**config.mk**
```make
export PLATFORM = sky130hd
export DESIGN_NAME = spp_top
export DESIGN_NICKNAME = d
export VERILOG_FILES = /design/src/logic/spp_pkg.sv /design/src/logic/spp_top.sv
export SDC_FILE = /design/constraint.sdc
export NUM_CORES = 1
export LEC_CHECK = 0
export BUFFER_PORTS_ARGS = -buffer_cell sky130_fd_sc_hd__buf_2
export CORE_MARGIN = 3
export CORE_UTILIZATION = 43
export CTS_CLUSTER_DIAMETER = 80
export CTS_CLUSTER_SIZE = 24
export DETAILED_ROUTE_END_ITERATION = 16
export SYNTH_ARGS = -nofsm -noshare
export SYNTH_HDL_FRONTEND = slang
export SYNTH_SLANG_ARGS = --single-unit
```
**constraint.sdc**
```tcl
create_clock -name clk_i -period 1.8 [get_ports clk_i]
set_input_delay 0 -clock clk_i [delete_from_list [all_inputs] [get_ports clk_i]]
set_output_delay 0 -clock clk_i [all_outputs]
set_load 0.01 [all_outputs]
```
**src/logic/spp_pkg.sv**
```systemverilog
`default_nettype none
package spp_pkg;
    // Clock period in picoseconds (125 MHz)
    localparam int unsigned CLK_PS = 8000;
    // Timer width shared by every winding counter except the 2-bit consecutive count
    localparam int unsigned TMR_W = 16;

    // Nominal times in tenths of a microsecond, except the _NS one
    localparam int unsigned DEAD_NS10 = 5;
    localparam int unsigned BLANK_SHORT_NS10 = 17;
    localparam int unsigned BLANK_LONG_NS10 = 32;
    localparam int unsigned OPEN_CONFIRM_NS = 2000;

    // Least times round up to whole cycles
    localparam int unsigned DEAD_CYC = (DEAD_NS10 * 100000 + CLK_PS - 1) / CLK_PS;
    localparam int unsigned BLANK_SHORT_CYC = (BLANK_SHORT_NS10 * 100000 + CLK_PS - 1) / CLK_PS;
    localparam int unsigned BLANK_LONG_CYC = (BLANK_LONG_NS10 * 100000 + CLK_PS - 1) / CLK_PS;
    localparam int unsigned OPEN_CONFIRM_CYC = (OPEN_CONFIRM_NS * 1000 + CLK_PS - 1) / CLK_PS;

    // Consecutive open detections needed before shutdown
    localparam logic [1:0] OPEN_CONSEC = 2'h3;
    // Reset values
    localparam logic [1:0] CONSEC_RST = 2'h0;
    localparam logic [TMR_W-1:0] TMR_RST = 16'h0000;

    // Per-winding chopping phase
    typedef enum logic [2:0] {
        SPP_IDLE,
        SPP_DEAD_ON,
        SPP_ON,
        SPP_DEAD_OFF,
        SPP_OFF
    } spp_state_t;
endpackage : spp_pkg
`default_nettype wire

```
**src/logic/spp_top.sv**
```systemverilog
// What this block does
// - OFF period ends on timer, not current
// - OFF duration picked from three ratio levels
// - Opposite transistor conducts during OFF period
// - About 0.5 us dead time between transistors
// - Sense above short threshold disables outputs
// - Short shutdown latched until supply cycled
// - Positive sense during OFF flags open
// - Open protection after three consecutive detections
// - Shut down only if breakdown exceeds delay
// - Over-temperature disables all outputs
// - ON until reference reached, then OFF
// - Comparator ignored during blanking after turn-on
`timescale 1ns/1ps
`default_nettype none
module spp_top #(
    parameter int unsigned N_WIND    = 2,
    parameter bit          LONG_BLANK = 1'b0,
    parameter int unsigned OFF0_NS   = 10000,
    parameter int unsigned OFF1_NS   = 7000,
    parameter int unsigned OFF2_NS   = 4000
) (
    // Clock and reset
    input  wire logic                clk_i,
    input  wire logic                rst_n_i,
    // Sequencer side, per winding
    input  wire logic [N_WIND-1:0]   drive_en_i,
    input  wire logic [N_WIND-1:0]   phase_sel_i,
    input  wire logic [2*N_WIND-1:0] ratio_lvl_i,
    // Comparators, per winding
    input  wire logic [N_WIND-1:0]   trip_cmp_i,
    input  wire logic [N_WIND-1:0]   short_cmp_i,
    input  wire logic [N_WIND-1:0]   sense_pos_i,
    // Die temperature above thermal_trip_temperature
    input  wire logic                over_temp_i,
    // Gate controls, per winding
    output logic      [N_WIND-1:0]   drive_a_o,
    output logic      [N_WIND-1:0]   drive_b_o,
    // Fault indications
    output logic                     short_fault_o,
    output logic      [N_WIND-1:0]   open_fault_o,
    output logic                     over_temp_fault_o
);
    import spp_pkg::*;

    // Cycle counts for the three pwm_off_duration levels
    localparam logic [TMR_W-1:0] OFF0_CYC = TMR_W'((OFF0_NS * 1000 + CLK_PS - 1) / CLK_PS);
    localparam logic [TMR_W-1:0] OFF1_CYC = TMR_W'((OFF1_NS * 1000 + CLK_PS - 1) / CLK_PS);
    localparam logic [TMR_W-1:0] OFF2_CYC = TMR_W'((OFF2_NS * 1000 + CLK_PS - 1) / CLK_PS);
    localparam logic [TMR_W-1:0] DEAD_T   = TMR_W'(DEAD_CYC - 1);
    localparam logic [TMR_W-1:0] BLANK_T  =
        TMR_W'((LONG_BLANK ? BLANK_LONG_CYC : BLANK_SHORT_CYC) - 1);
    localparam logic [TMR_W-1:0] OPEN_T   = TMR_W'(OPEN_CONFIRM_CYC);

    logic short_r;
    logic ot_r;

    // Short latch: only a supply cycle (power-on reset) clears it
    // short latch
    always_ff @(posedge clk_i) begin
        if (!rst_n_i) begin
            short_r <= 1'b0;
        end else if (|short_cmp_i) begin
            short_r <= 1'b1;
        end
    end

    // Thermal latch, sticky like the short one
    // thermal latch
    always_ff @(posedge clk_i) begin
        if (!rst_n_i) begin
            ot_r <= 1'b0;
        end else if (over_temp_i) begin
            ot_r <= 1'b1;
        end
    end

    assign short_fault_o     = short_r;
    assign over_temp_fault_o = ot_r;

    genvar w;
    generate
        for (w = 0; w < N_WIND; w++) begin : g_wind
            spp_state_t       st_r;
            logic [TMR_W-1:0] tmr_r;
            logic [TMR_W-1:0] off_t;
            logic [TMR_W-1:0] acc_r;
            logic [1:0]       consec_r;
            logic             seen_r;
            logic             side_r;
            logic             open_r;
            logic             kill;
            logic             main_g;
            logic             sync_g;
            logic             off_end;
            logic [TMR_W-1:0] gap_r;
            logic [TMR_W-1:0] sync_len_r;

            // Short, thermal or own open latch, or a live short compare, forces the winding idle
            // output kill
            assign kill = short_r | ot_r | open_r | (|short_cmp_i);

            // Level 3 is unused by the sequencer; treat as shortest
            // off level select
            always_comb begin
                case (ratio_lvl_i[2*w +: 2])
                    2'h0:    off_t = OFF0_CYC - 16'h0001;
                    2'h1:    off_t = OFF1_CYC - 16'h0001;
                    default: off_t = OFF2_CYC - 16'h0001;
                endcase
            end

            assign off_end = (st_r == SPP_OFF) && (tmr_r == TMR_RST);

            // Chopping sequence; timer counts down in every phase but IDLE
            always_ff @(posedge clk_i) begin
                if (!rst_n_i) begin
                    st_r   <= SPP_IDLE;
                    tmr_r  <= TMR_RST;
                    side_r <= 1'b0;
                end else if (kill || !drive_en_i[w] ||
                             (st_r != SPP_IDLE && phase_sel_i[w] != side_r)) begin
                    st_r  <= SPP_IDLE;
                    tmr_r <= TMR_RST;
                end else begin
                    case (st_r)
                        SPP_IDLE: begin
                            side_r <= phase_sel_i[w];
                            st_r   <= SPP_DEAD_ON;
                            tmr_r  <= DEAD_T;
                        end
                        SPP_DEAD_ON: begin
                            if (tmr_r == TMR_RST) begin
                                st_r  <= SPP_ON;
                                tmr_r <= BLANK_T;
                            end else begin
                                tmr_r <= tmr_r - 16'h0001;
                            end
                        end
                        SPP_ON: begin
                            if (tmr_r != TMR_RST) begin
                                tmr_r <= tmr_r - 16'h0001;
                            end else if (trip_cmp_i[w]) begin
                                st_r  <= SPP_DEAD_OFF;
                                tmr_r <= DEAD_T;
                            end
                        end
                        SPP_DEAD_OFF: begin
                            if (tmr_r == TMR_RST) begin
                                st_r  <= SPP_OFF;
                                tmr_r <= off_t;
                            end else begin
                                tmr_r <= tmr_r - 16'h0001;
                            end
                        end
                        SPP_OFF: begin
                            if (tmr_r == TMR_RST) begin
                                st_r  <= SPP_DEAD_ON;
                                tmr_r <= DEAD_T;
                            end else begin
                                tmr_r <= tmr_r - 16'h0001;
                            end
                        end
                        default: begin
                            st_r  <= SPP_IDLE;
                            tmr_r <= TMR_RST;
                        end
                    endcase
                end
            end

            // Gate decode: excited side in ON, opposite in OFF
            // synchronous rectification
            assign main_g = (st_r == SPP_ON);
            assign sync_g = (st_r == SPP_OFF);
            assign drive_a_o[w] = side_r ? sync_g : main_g;
            assign drive_b_o[w] = side_r ? main_g : sync_g;

            // Open detection per OFF period
            // positive sense flag
            always_ff @(posedge clk_i) begin
                if (!rst_n_i) begin
                    seen_r <= 1'b0;
                end else if (st_r != SPP_OFF || off_end) begin
                    seen_r <= 1'b0;
                end else if (sense_pos_i[w]) begin
                    seen_r <= 1'b1;
                end
            end

            // Consecutive count and accumulated breakdown time
            // consecutive count
            always_ff @(posedge clk_i) begin
                if (!rst_n_i) begin
                    consec_r <= CONSEC_RST;
                    acc_r    <= TMR_RST;
                end else begin
                    if (st_r == SPP_OFF && sense_pos_i[w] && acc_r != '1) begin
                        acc_r <= acc_r + 16'h0001;
                    end
                    if (off_end) begin
                        if (seen_r || sense_pos_i[w]) begin
                            if (consec_r != OPEN_CONSEC) begin
                                consec_r <= consec_r + 2'h1;
                            end
                        end else begin
                            consec_r <= CONSEC_RST;
                            acc_r    <= TMR_RST;
                        end
                    end
                end
            end

            // Short bursts of surge reach the delay only by adding up over consecutive OFF periods
            // open latch
            always_ff @(posedge clk_i) begin
                if (!rst_n_i) begin
                    open_r <= 1'b0;
                end else if (consec_r == OPEN_CONSEC && acc_r > OPEN_T) begin
                    open_r <= 1'b1;
                end
            end
            assign open_fault_o[w] = open_r;

            // Gates-off run length; a new pulse must follow a full dead time
            // dead gap length
            always_ff @(posedge clk_i) begin
                if (!rst_n_i) begin
                    gap_r <= TMR_RST;
                end else if (drive_a_o[w] || drive_b_o[w]) begin
                    gap_r <= TMR_RST;
                end else if (gap_r != '1) begin
                    gap_r <= gap_r + 16'h0001;
                end
            end

            // Rectifier pulse length, kept apart from the state timer
            // off length
            always_ff @(posedge clk_i) begin
                if (!rst_n_i) begin
                    sync_len_r <= TMR_RST;
                end else if (sync_g) begin
                    sync_len_r <= sync_len_r + 16'h0001;
                end else begin
                    sync_len_r <= TMR_RST;
                end
            end

        end
    endgenerate
endmodule : spp_top
`default_nettype wire

```
* Word-level counts from Yosys, hierarchy flattened
Index checks and enable logic that the tools add are counted.
** Operators by class
- $add $sub $neg :: 6
- Magnitude comparators :: 2
- Eq/ne operators :: 34
- Muxes and demuxes :: 40
- Bitwise operators :: 8
- Reductions and logical operators :: 41
** Operators by type and width (number)
- $mux W16 :: 16
- $pmux W16 S5 :: 2
- $pmux W11 S2 :: 2
- $add A16 B1 Y16 const B :: 2
- $gt A16 B8 Y1 const B :: 2
- $logic_not A16 Y1 :: 2
- $ne A16 B16 Y1 const B :: 2
- $reduce_bool A16 Y1 :: 2
- $sub A16 B1 Y16 const B :: 2
- $mux W3 :: 10
- $pmux W3 S5 :: 2
- $ne A2 B2 Y1 const B :: 10
- $eq A3 B2 Y1 const B :: 4
- $logic_and A1 B1 Y1 :: 10
- $reduce_and A5 Y1 :: 2
- $reduce_or A2 Y1 :: 5
- $logic_or A1 B1 Y1 :: 8
- $mux W2 :: 4
- $ne A2 B1 Y1 const B :: 4
- $reduce_and A2 Y1 :: 4
- $eq A3 B1 Y1 const B :: 2
- $eq A3 B3 Y1 const B :: 2
- $logic_not A3 Y1 :: 2
- $ne A3 B2 Y1 const B :: 2
- 11 further kinds :: 28
** Word-level totals
- Bits in registers :: 82
- Input bits :: 17
- Output and inout bits :: 8
- Logic and storage cells :: 147

* Logic depth before layout (Yosys ltp)
- Word-level depth :: 7
- Mapped depth :: 9
- Gate-level depth less buffers :: 7

* Least setup slack after synthesis
No wires, ideal clock.
- Kind :: flip-flop to flip-flop
- From :: reg g_wind[1].tmr_r[0]
- To :: reg g_wind[1].tmr_r[1]
- Library setup time :: 0.103 ns
- Arrival :: 1.840 ns
- Required time :: 1.697 ns
- Setup slack :: -0.144 ns
- Cell stages (with the launch flop) :: 8
- Buffers on the path :: 1
- Clock period less this slack :: 1.944 ns
- Cell sequence :: dfxtp_1 inv_1 ha_1 nor4b_4 nand4_4 buf_6 a22o_1 a2111oi_2
** Between the ends
- Word-level cells in the longest chain between the ends :: 3
** Ends and longest elaborated chain
- start, declared :: line spp_top.sv:85 : logic [TMR_W-1:0] tmr_r;
- start signal, assigned :: line spp_top.sv:137 : tmr_r <= tmr_r - 16'h0001;
- start signal, assigned :: line spp_top.sv:142 : tmr_r <= tmr_r - 16'h0001;
- start signal, assigned :: line spp_top.sv:151 : tmr_r <= off_t;
- $sub A16 B1 Y16 (tied with other cells)
- $mux W16 (on tied branches)
- $pmux W16 S5 :: line spp_top.sv:126 : case (st_r)
Parallel ways exist; a longest one is shown, timed or not.
A chain may end at the register's enable or synchronous reset.

* Final worst setup path
- From :: reg g_wind[0].tmr_r[3]
- To :: reg g_wind[0].acc_r[3]
** Between the ends
- Word-level cells in the longest chain between the ends :: 3
** Ends and longest elaborated chain
- start, declared :: line spp_top.sv:85
- start signal, assigned :: line spp_top.sv:137
- start signal, assigned :: line spp_top.sv:142
- start signal, assigned :: line spp_top.sv:151
- $logic_not A16 Y1 :: line spp_top.sv:113 : assign off_end = (st_r == SPP_OFF) && (tmr_r == TMR_RST);
- $logic_and A1 B1 Y1 :: line spp_top.sv:113
- $mux W16 :: line spp_top.sv:201 : if (off_end) begin
- end signal, assigned :: line spp_top.sv:199 : acc_r <= acc_r + 16'h0001;
- end, declared :: line spp_top.sv:87 : logic [TMR_W-1:0] acc_r;
Every way passes these cells.

==> metrics.log <==
[metrics] met1 Use GR: 0.2707
[metrics] share of final-layout standard cells stronger than drive strength 1: 0.3324
[metrics] violations in the final reports: setup timing
[metrics] Placement Cell Area: 5670 um^2
[metrics] number of antenna violations at the first check in global routing: 0
[metrics] via count of the first global-routing pass: 4631
[metrics] Most common cell on crit path: sky130_fd_sc_hd__buf_4
[metrics] Iteration-0 DRC Markers: 270
[metrics] clk sink count: 82
[metrics] antenna-violating nets left: 0
[metrics] post-synthesis cell area: 4821 um^2
[metrics] outcome: finished, violations left
[metrics] source-to-sink clock delay at the later pin of the worst-skew pair: 0.37 ns
[metrics] r2r setup slk: -0.02 ns
[metrics] net switching component of the power: 0.8967 mW
[metrics] Layout Nets: 737
[metrics] average detailed-routed wire length per instance: 15.13 um
[metrics] die width: 111.9 um
[metrics] Slew Limit Headroom: 0.6787
[metrics] # port buffers: 24
[metrics] source of the worst register-to-register timing path: g_wind[0].tmr_r[3]
[metrics] worst hold slack: 0.07132 ns
[metrics] Worst-Margin Slew: 0.4807 ns
[metrics] met3 Usage GRT: 0.03913
[metrics] power share of the clock group: 0.389
[metrics] Inserted Diodes: 0
[metrics] fraction of registers with async set/reset: 0
[metrics] Clock Skew: 0.006908 ns
[metrics] number of max-slew violations in the final report: 0
[metrics] startpoint type of the worst setup path: flop
[metrics] internal power of the cells: 2.726 mW
[metrics] grt met2 use: 0.3393
[metrics] synth unique cells: 72
[metrics] Row Count: 38
[metrics] Chip Height: 111.9 um
[metrics] remaining routing DRC violations: 0
[metrics] area share of the largest cell type after synthesis: 0.3405
[metrics] top-level port count: 25
[metrics] crit path kind: reg -> reg
[metrics] worst hold-check path type: in -> reg
[metrics] LEAKAGE: 2.565 nW
[metrics] overall global routing resource usage: 0.2074
[metrics] DR pass1 iterations: 4
[metrics] max-capacitance violation count: 0
[metrics] count leader, synth: sky130_fd_sc_hd__dfxtp_1
[metrics] switching power as a share of total power: 0.2475
[metrics] worst path cell trace: nor4_4 > buf_4 > nand4_4 > o41ai_4 > buf_4 > a31oi_1 > o21a_1
[metrics] pin count of the biggest net entering global routing: 21
[metrics] capturing point of the worst reg2reg path: g_wind[0].acc_r[3]
[metrics] maximum count of clock buffers along a single path: 2
[metrics] area of all placed cells without fillers: 6459 um^2
[metrics] Num CTS Buffers: 9
[metrics] combinational fraction of design power: 0.106
[metrics] highest attainable clock frequency: 549.4 MHz
[metrics] portion of the clock cycle consumed by the worst path in the final layout: 1.011
[metrics] Core Util, Final: 0.5932
[metrics] largest fanout on the critical path: 5
[metrics] area growth from synthesis to layout: 33.97%
[metrics] final RePlAce weighted congestion: 0.8914
[metrics] leftover overflow at the end of global routing: 0
[metrics] post-route setup TNS: -0.1037 ns
[metrics] most area-consuming cells after synthesis: sky130_fd_sc_hd__dfxtp_1 (34%), sky130_fd_sc_hd__nor2_1 (5.5%), sky130_fd_sc_hd__xnor2_1 (5.5%), sky130_fd_sc_hd__a21oi_1 (4.5%), sky130_fd_sc_hd__nand3_1 (3.3%)
[metrics] sequential fraction of the synthesis area: 0.3405
[metrics] Routed WL: 12960 um
[metrics] vias: 4878
[metrics] Synthesized Nets: 611
[metrics] filler cell count in the final layout: 965
[metrics] CP endpoint kind: flop
[metrics] largest stage delay on the critical path: 0.39 ns
[metrics] power share of the sequential group: 0.505
[metrics] average via count per standard cell: 5.699
[metrics] die area: 12520 um^2
[metrics] final setup violation count: 15
[metrics] DPL Wire Length: 9305 um
[metrics] starting utilization of the core area: 0.4428
[metrics] clock tree from TritonCTS: done
[metrics] Avg Inst Size Synth: 8.241 um^2
[metrics] cell taking the most area after synthesis: sky130_fd_sc_hd__dfxtp_1
[metrics] synth warn: 0
[metrics] Critical Path AT: 2.09 ns
[metrics] Final Hold Fails: 0
[metrics] slowest cell on the critical path: sky130_fd_sc_hd__o41ai_4
[metrics] Worst Reg2Reg Path Length in Cells: 7
[metrics] instance count of the mapped netlist: 585
[metrics] #FFs+latches synth: 82
[metrics] required time of the critical path: 2.07 ns
[metrics] floorplan core area: 10890 um^2
[metrics] global-route wire length before repair: 21600 um
[metrics] predominant post-synthesis flop cell: sky130_fd_sc_hd__dfxtp_1
[metrics] Critical Path End: g_wind[0].acc_r[3]
[metrics] most used routing layer: met2
[metrics] H-tree depth reported by CTS: 3
[metrics] setup repair after global routing missed its margin: yes
[metrics] IR Drop Worst-Case VDD: 0.4800 mV
[metrics] PD cells: 560.9 nW/um^2
[metrics] post-layout min period: 1.820 ns
[metrics] worst setup path startpoint: g_wind[0].tmr_r[3]
[metrics] Clk pin slew, worst setup/hold paths: 0.09 ns
[metrics] leading post-synthesis cells by instance count: sky130_fd_sc_hd__dfxtp_1 (82), sky130_fd_sc_hd__nor2_1 (71), sky130_fd_sc_hd__a21oi_1 (43), sky130_fd_sc_hd__nand2_1 (34), sky130_fd_sc_hd__nand3_1 (32)
[metrics] number of synthesized flops with an enable pin: 0
[metrics] clock root buffer: sky130_fd_sc_hd__clkbuf_8
[metrics] slack of the critical path: -0.02007 ns
## sequential cells by signal, indices dropped and copies added (netlist names)
signal,cells
g_wind.consec_r,4
g_wind.open_r,2
g_wind.side_r,2
over_temp_fault_o,1
g_wind.acc_r,32
short_fault_o,1
g_wind.tmr_r,32
g_wind.seen_r,2
g_wind.st_r,6
## critical path: cells and delay by family, from the launching register on
kind	cells	cell delay, ns
buf+inv	2	0.37
compound gates	3	0.54
flops	1	0.37
simple gates	2	0.44
## repair_timing
item                                    4_1_cts  5_1_grt
resized for setup                            19       68
endpoints found under the setup margin       38       69
setup buffers                                 4       14
hold buffers                                 11        1
gates cloned                                  0        1
pin swaps                                     6       33
endpoints found under the hold margin         9        1
## worst min path at each step
stage / from / end / slack [ns] / cells past startpoint
2_1_floorplan: over_temp_i / over_temp_fault_o / 0.11 / 1
3_3_place_gp: over_temp_i / over_temp_fault_o / 0.20 / 2
3_5_place_dp: over_temp_i / over_temp_fault_o / 0.21 / 2
4_1_cts: ratio_lvl_i[3] / g_wind[1].tmr_r[4] / 0.003 / 3
5_1_grt: ratio_lvl_i[3] / g_wind[1].tmr_r[4] / 0.06 / 3
6_report: ratio_lvl_i[3] / g_wind[1].tmr_r[4] / 0.07 / 3
## metal layers
metal,up-vias,part of all wire
met5,-,0
met1,2327,0.46
met3,24,0.041
met2,116,0.48
met4,0,0.019
li1,2411,-
## placed cells by master (no fill, tap or decap), types with 7 or more instances in the layout
cell and n:
sky130_fd_sc_hd__a21oi_1 36, sky130_fd_sc_hd__nand3_1 28, sky130_fd_sc_hd__clkbuf_8 11, sky130_fd_sc_hd__nor2_1 67
sky130_fd_sc_hd__a211oi_1 7, sky130_fd_sc_hd__buf_6 10, sky130_fd_sc_hd__inv_1 11, sky130_fd_sc_hd__nor2b_1 11
sky130_fd_sc_hd__o21ai_0 22, sky130_fd_sc_hd__xor2_1 15, sky130_fd_sc_hd__dlygate4sd3_1 11, sky130_fd_sc_hd__nand4_1 13
sky130_fd_sc_hd__dfxtp_1 68, sky130_fd_sc_hd__buf_4 96, sky130_fd_sc_hd__buf_2 24, sky130_fd_sc_hd__nor3_1 23
sky130_fd_sc_hd__xnor2_1 30, sky130_fd_sc_hd__nand2_1 31, sky130_fd_sc_hd__or3_1 9, sky130_fd_sc_hd__dfxtp_2 14
sky130_fd_sc_hd__a21oi_2 7
## logic make-up after synthesis
| group | Yosys count | synth area share |
|---|---|---|
| buffers and inverters | 41 | 0.03919 |
| muxes | 3 | 0.006229 |
| xor gates and xnor gates | 45 | 0.08175 |
| and+or+nand+nor | 263 | 0.3073 |
| adders and majority gates | 9 | 0.02336 |
| DFF | 82 | 0.3405 |
| AOI/OAI and AO/OA | 142 | 0.2017 |
## power by group through the flow
stage,registers (mW),clock network [mW],logic (mW)
finish,1.83,1.41,0.384
global route,1.83,1.52,0.416
CTS,1.83,1.44,0.339
detailed placement,1.87,0,0.304
global placement,1.87,0,0.299
floorplan,1.87,0,0.179
## area by class of cell
class	count	area, um^2	area share
multi-input combinational	463	3303	0.5114
clock buffer	12	155.1	0.02402
timing repair buffer	141	1064	0.1647
tap	140	175.2	0.02712
inverter	14	52.55	0.008136
clock inverter	4	50.05	0.007749
sequential	82	1659	0.2569
## stage by stage
stage	worst slack, ns	power (mW)	std cells
CTS	-0.03521	3.607	842
finish	-0.02007	3.623	856
global route	-0.1166	3.765	856
global placement	-0.1197	2.170	811
floorplan	-0.02136	2.051	585
detailed placement	-0.1354	2.175	811
Note: power is estimated with default switching activity, not from simulation.
